<file path="config.mk">
export PLATFORM = sky130hd
export DESIGN_NAME = pbsi_regs
export DESIGN_NICKNAME = d
export VERILOG_FILES = /design/src/pbsi_pkg.sv /design/src/pbsi_regs.sv
export SDC_FILE = /design/constraint.sdc
export NUM_CORES = 1
export LEC_CHECK = 0
export BUFFER_PORTS_ARGS = -buffer_cell sky130_fd_sc_hd__buf_4
export CAP_MARGIN = 25
export CORE_MARGIN = 8
export CORE_UTILIZATION = 44
export CTS_BUF_LIST = sky130_fd_sc_hd__clkbuf_8
export CTS_CLUSTER_SIZE = 10
export DETAILED_ROUTE_END_ITERATION = 7
export HOLD_SLACK_MARGIN = 0.08
export PLACE_DENSITY_LB_ADDON = 0.25
export SYNTH_ARGS = -nofsm -noshare
export SYNTH_HDL_FRONTEND = slang
export SYNTH_SLANG_ARGS = --single-unit
</file>
<file path="constraint.sdc">
create_clock -name i_clk -period 1.1 [get_ports i_clk]
set_input_delay 0.11 -clock i_clk [delete_from_list [all_inputs] [get_ports i_clk]]
set_output_delay 0.11 -clock i_clk [all_outputs]
set_load 0.1 [all_outputs]
</file>
<file path="src/pbsi_pkg.sv">
// Constants for the basic status and identifier register bank
package pbsi_pkg;
   localparam logic [4:0]  ADDR_STATUS     = 5'h01;
   localparam logic [4:0]  ADDR_ID_HIGH    = 5'h02;
   localparam int          BIT_T4          = 15;
   localparam int          BIT_TX_FD       = 14;
   localparam int          BIT_TX_HD       = 13;
   localparam int          BIT_10_FD       = 12;
   localparam int          BIT_10_HD       = 11;
   localparam int          BIT_AN_DONE     = 5;
   localparam int          BIT_RFAULT      = 4;
   localparam int          BIT_AN_ABLE     = 3;
   localparam int          BIT_LINK        = 2;
   localparam int          BIT_JABBER      = 1;
   localparam int          BIT_EXT_CAP     = 0;
   localparam logic        RST_TX_FD       = 1'b1;
   localparam logic        RST_TX_HD       = 1'b1;
   localparam logic        RST_10_FD       = 1'b1;
   localparam logic        RST_10_HD       = 1'b1;
   localparam logic        VAL_AN_ABLE     = 1'b1;
   localparam logic        VAL_EXT_CAP     = 1'b1;
   // Arbitrary neutral identifier value
   localparam logic [15:0] ID_HIGH_DEFAULT = 16'h0a5c;
   localparam logic [15:0] DATA_ZERO       = 16'h0000;
endpackage : pbsi_pkg

</file>
<file path="src/pbsi_regs.sv">
// Basic mode status and first identifier register bank
module pbsi_regs #(
   parameter logic [15:0] ID_HIGH = pbsi_pkg::ID_HIGH_DEFAULT
) (
   input  wire logic        i_clk,
   input  wire logic        i_rstn,
   input  wire logic        i_rd_en,
   input  wire logic [4:0]  i_rd_addr,
   input  wire logic        i_mode_t4,
   input  wire logic        i_mode_fx,
   input  wire logic        i_mode_10bt,
   input  wire logic        i_an_complete,
   input  wire logic        i_remote_fault,
   input  wire logic        i_fx_far_end_fault,
   input  wire logic        i_link_pass,
   input  wire logic        i_jabber,
   output logic [15:0]      o_rd_data,
   output logic             o_rd_valid
);

   logic        rfault_ff;
   logic        nxt_rfault;
   logic        link_fail_ff;
   logic        nxt_link_fail;
   logic        link_prev_ff;
   logic        nxt_link_prev;
   logic        jabber_ff;
   logic        nxt_jabber;
   logic [15:0] rd_data_ff;
   logic [15:0] nxt_rd_data;
   logic        rd_valid_ff;
   logic        nxt_rd_valid;
   logic        fault_src;
   logic        status_rd;
   logic [15:0] status_word;

   // Source of the far-end fault depends on medium
   assign fault_src = i_mode_fx ? i_fx_far_end_fault
                                : i_remote_fault;
   assign status_rd = i_rd_en && (i_rd_addr == pbsi_pkg::ADDR_STATUS);

   // Status word assembly; reserved bits read zero
   always_comb begin
      status_word = pbsi_pkg::DATA_ZERO;
      status_word[pbsi_pkg::BIT_T4]      = i_mode_t4;
      status_word[pbsi_pkg::BIT_TX_FD]   = pbsi_pkg::RST_TX_FD;
      status_word[pbsi_pkg::BIT_TX_HD]   = pbsi_pkg::RST_TX_HD;
      status_word[pbsi_pkg::BIT_10_FD]   = pbsi_pkg::RST_10_FD;
      status_word[pbsi_pkg::BIT_10_HD]   = pbsi_pkg::RST_10_HD;
      status_word[pbsi_pkg::BIT_AN_DONE] = i_an_complete;
      status_word[pbsi_pkg::BIT_RFAULT]  = rfault_ff;
      status_word[pbsi_pkg::BIT_AN_ABLE] = pbsi_pkg::VAL_AN_ABLE;
      // Latched failure masks a live link until read
      status_word[pbsi_pkg::BIT_LINK]    = i_link_pass && !link_fail_ff;
      status_word[pbsi_pkg::BIT_JABBER]  = jabber_ff;
      status_word[pbsi_pkg::BIT_EXT_CAP] = pbsi_pkg::VAL_EXT_CAP;
   end

   // Event latches: a set in the read cycle always wins
   always_comb begin
      nxt_rfault    = rfault_ff;
      nxt_link_fail = link_fail_ff;
      nxt_link_prev = i_link_pass;
      nxt_jabber    = jabber_ff;
      // Clears use the same edge that captures the data
      if (status_rd) begin
         if (!fault_src) begin
            nxt_rfault = 1'b0;
         end
         nxt_link_fail = 1'b0;
         nxt_jabber    = 1'b0;
      end
      if (fault_src) begin
         nxt_rfault = 1'b1;
      end
      if (link_prev_ff && !i_link_pass) begin
         nxt_link_fail = 1'b1;
      end
      // Jabber is only meaningful in 10BT operation
      if (i_jabber && i_mode_10bt) begin
         nxt_jabber = 1'b1;
      end
   end

   always_ff @(posedge i_clk) begin
      if (!i_rstn) begin
         rfault_ff    <= 1'b0;
         link_fail_ff <= 1'b0;
         link_prev_ff <= 1'b0;
         jabber_ff    <= 1'b0;
      end else begin
         rfault_ff    <= nxt_rfault;
         link_fail_ff <= nxt_link_fail;
         link_prev_ff <= nxt_link_prev;
         jabber_ff    <= nxt_jabber;
      end
   end

   // Read port; unmapped addresses return zero
   always_comb begin
      nxt_rd_valid = i_rd_en;
      nxt_rd_data  = rd_data_ff;
      if (i_rd_en) begin
         case (i_rd_addr)
            pbsi_pkg::ADDR_STATUS: begin
               nxt_rd_data = status_word;
            end
            pbsi_pkg::ADDR_ID_HIGH: begin
               nxt_rd_data = ID_HIGH;
            end
            default: begin
               nxt_rd_data = pbsi_pkg::DATA_ZERO;
            end
         endcase
      end
   end

   always_ff @(posedge i_clk) begin
      if (!i_rstn) begin
         rd_data_ff  <= pbsi_pkg::DATA_ZERO;
         rd_valid_ff <= 1'b0;
      end else begin
         rd_data_ff  <= nxt_rd_data;
         rd_valid_ff <= nxt_rd_valid;
      end
   end

   assign o_rd_data  = rd_data_ff;
   assign o_rd_valid = rd_valid_ff;

endmodule : pbsi_regs

</file>
# Word level (Yosys, flattened, before mapping)
# Cells that the tools add are included.
# W data, S select, Z words.
dict set report word_totals {
  output_inout_bits 17
  regBits 21
  in_bits 16
  elab_cells 23
}
dict set report op_classes {
  eq_ne 2
  muxes 6
  reduce_logical 9
}
# operator count
set ops {}
lappend ops {{$pmux W16 S2} 1}
lappend ops {{$reduce_bool A2 Y1} 3}
lappend ops {{$eq A5 B1 Y1 const B} 1}
lappend ops {{$eq A5 B2 Y1 const B} 1}
lappend ops {{$mux W1} 5}
lappend ops {{$logic_and A1 B1 Y1} 4}
lappend ops {{$logic_not A1 Y1} 2}

# Logic depth before layout (Yosys ltp)
dict set report logic_depth {
  depth_word 4
  ltp_mapped 4
  ltp_nobuf 3
}

# Least setup slack after synthesis
# Ideal clock, no wire load.
dict set report synth_timing {
  kind {register -> output}
  from {reg, netlist name o_rd_data[14]}
  to {out o_rd_data[12]}
  required_time_ps 990
  slack_ps -420
  stages_incl_launch_ff 2
  path_buffers 1
  t_arrival_ps 1410
  path_cell_list {dfxtp_1 -> buf_4}
}
# item line_no
set synth_rtl {}
lappend synth_rtl {{to (decl)} pbsi_regs.sv:17} ;# output logic [15:0] o_rd_data,

==> impl_results.md <==
* Final setup violation count at 0
* Gp weighted congestion at 0.790
* Top post-synthesis cells by area: dfxtp_1 43%, buf_4 10%, nand3b_1 7.5%
* Die area at 2800 µm²
* Clk_skew at 0.00224 ns
* TritonCTS clock tree: done
* Die H at 52.9 µm
* Ys Warns at 0
* Cts bufs inserted at 3
* CTS root buf: clkbuf_8
* Crit-path max FO at 5
* Wirelength per Cell at 12.6 µm
* Max stage delay on crit path at 0.36 ns
* Nets at 107
* Leakage power at 0.374 nW
* Post-CTS Setup Inserts at 0
* Layout cell share with drive strength beyond 1 at 51.1%
* Grt ovf at 0
* CTS Buffer Depth at 2
* Pre-CTS WS at 0.0850 ns
* Crit start category: register
* Period minus WS final at 0.989 ns
* Total core area at 1280 µm²
* DR iter-0 viols at 16
* Detailed Route WL at 1.33 mm
* Endpoint type of the worst setup path: primary output
* Status: complete, no violations
* Total GRT Usage at 10.2%
* Reg clk slew, reported paths at 0.06 ns
* Final ANT Viol Nets at 0
* Htree depth at 1
* CP delay by family, top: flip-flops
* Most common cell after layout, fill and taps aside: buf_4
* Synth area leader: dfxtp_1
* Hpwl dp at 1.07 mm
* Cell Area, Placed at 793 µm²
* Fmax at 1010 MHz
* # resized after CTS at 0
* Clock Latency Late Sink at 0.24 ns
* CTS Hold Bufs at 0
* Setup WS post-layout at 0.111 ns
* RSZ-0062 raised after global routing: no
* CP Cell Sequence: buf_4
* Initial core utilization at 46.7%
* Maximum Capacitance Violations at 0
* Worst vdd ir at 0.811 mV
* Sum of buffers and inverters on the critical path at 1
* Post-synthesis sequential area ratio at 43.3%
* Critical path arrival at 0.88 ns
* # port buffers at 29
* Die span in x at 52.9 µm
* Antenna cell count at 0
* Clk sinks at 13
* # IOs at 33
* Hold Slack at 0.0901 ns
* First-pass GRT wire length at 2.15 mm
* Non-filler cells, final at 105
* Area grow syn2layout at 39.6%
* Final hold vios at 0
* Finished Cell Area at 838 µm²
* Design Power at 1.10 mW
* Largest net degree at the start of global routing at 20
* Req. time, crit path at 0.99 ns
* Commonest cells after routing, fill and taps aside: 29 x buf_4, 6 x nand2_1, 6 x nand3b_1, 6 x o21ai_1
* Yosys cell types at 22
* Number of synthesized register bits at 13
* Power per cell area at 1310 nW/µm²
* Vias per cell at 4.68
* Post-layout util at 65.2%
* Syn avg cell area at 9.24 µm²
* Post-Place Cells at 101
* Total negative slack at 0 ns
* Mapped Cells at 65
* Share of the synthesized area in the top cell type at 43.3%
* Number of remaining DRC errors at 0
* Mapped Area at 601 µm²
* Critical path class: register to primary output
* Site row count at 13
* Initial antenna violation count at 0
* First-pass DRT Iterations at 4
* Number of global-route vias before repair at 512
* Fin crit share at 89.9%
* Min-Delay Path Class: primary input to register
* Vias at 491
* CP max stage cell: dfxtp_4
* Final Slew Violations at 0
* Fillers at 105
[sequential cells by signal, summed over array words and instances (netlist names)]
signal and count:
link_fail_ff 1, o_rd_data 8, rfault_ff 1, link_prev_ff 1, jabber_ff 1, o_rd_valid 1
[worst paths after layout]
| check | from | endpoint | slack [ns] | cells after the start |
|---|---|---|---|---|
| setup / recovery | o_rd_data[14] | o_rd_data[13] | 0.11 | 1 |
| hold / removal | i_link_pass | link_prev_ff | 0.09 | 2 |
| setup reg to reg | o_rd_data[9] | o_rd_data[9] | 0.34 | 3 |
| hold reg to reg | link_fail_ff | link_fail_ff | 0.46 | 2 |
[synthesized netlist by cell type]
master,count
and2b_1,1
inv_1,1
nor4b_4,1
nand2_1,6
nand3b_1,6
o21ai_1,6
conb_1,1
nor2b_1,3
buf_2,1
o211ai_1,1
a21oi_1,2
clkbuf_1,1
nand3_1,1
and2_1,2
a31oi_1,1
and2_4,1
nand2_2,1
o21ai_2,3
dfxtp_1,13
a21boi_1,2
buf_4,8
nand2b_1,3
[area by class of cell]
cell class	instances	area [µm²]	area share (%)
Multi-Input combinational cell	43	275	32.8
Inverter	1	3.75	0.448
Clock buffer	3	41.3	4.93
Tap cell	15	18.8	2.24
Timing Repair Buffer	29	218	26.0
Sequential cell	13	278	33.1
Clock inverter	1	3.75	0.448
[power breakdown]
part | total [mW] | switching, mW | leakage (nW) | internal, mW
combinational | 0.201 | 0.134 | 0.236 | 0.0670
clock | 0.411 | 0.165 | 0.0269 | 0.246
sequential | 0.487 | 0.00626 | 0.111 | 0.480
[metal layers]
| metal | vias to the layer above | GRT usage (%) | part of all wire (%) |
|---|---|---|---|
| li1 | 258 | - | - |
| met1 | 212 | 10.1 | 41 |
| met2 | 21 | 17.2 | 49 |
| met3 | 0 | 5.04 | 9.8 |
| met4 | 0 | 5.17 | 0 |
| met5 | - | 0 | 0 |
[kinds of logic after synthesis]
group	count (synthesis)	synth area share, %
AND/OR/NAND/NOR	25	28.1
AO/OA/AOI/OAI	15	15.8
flip-flops	13	43.3
buffers and inverters	11	12.1
other	1	0.624
(Power assumes the default switching activity.)
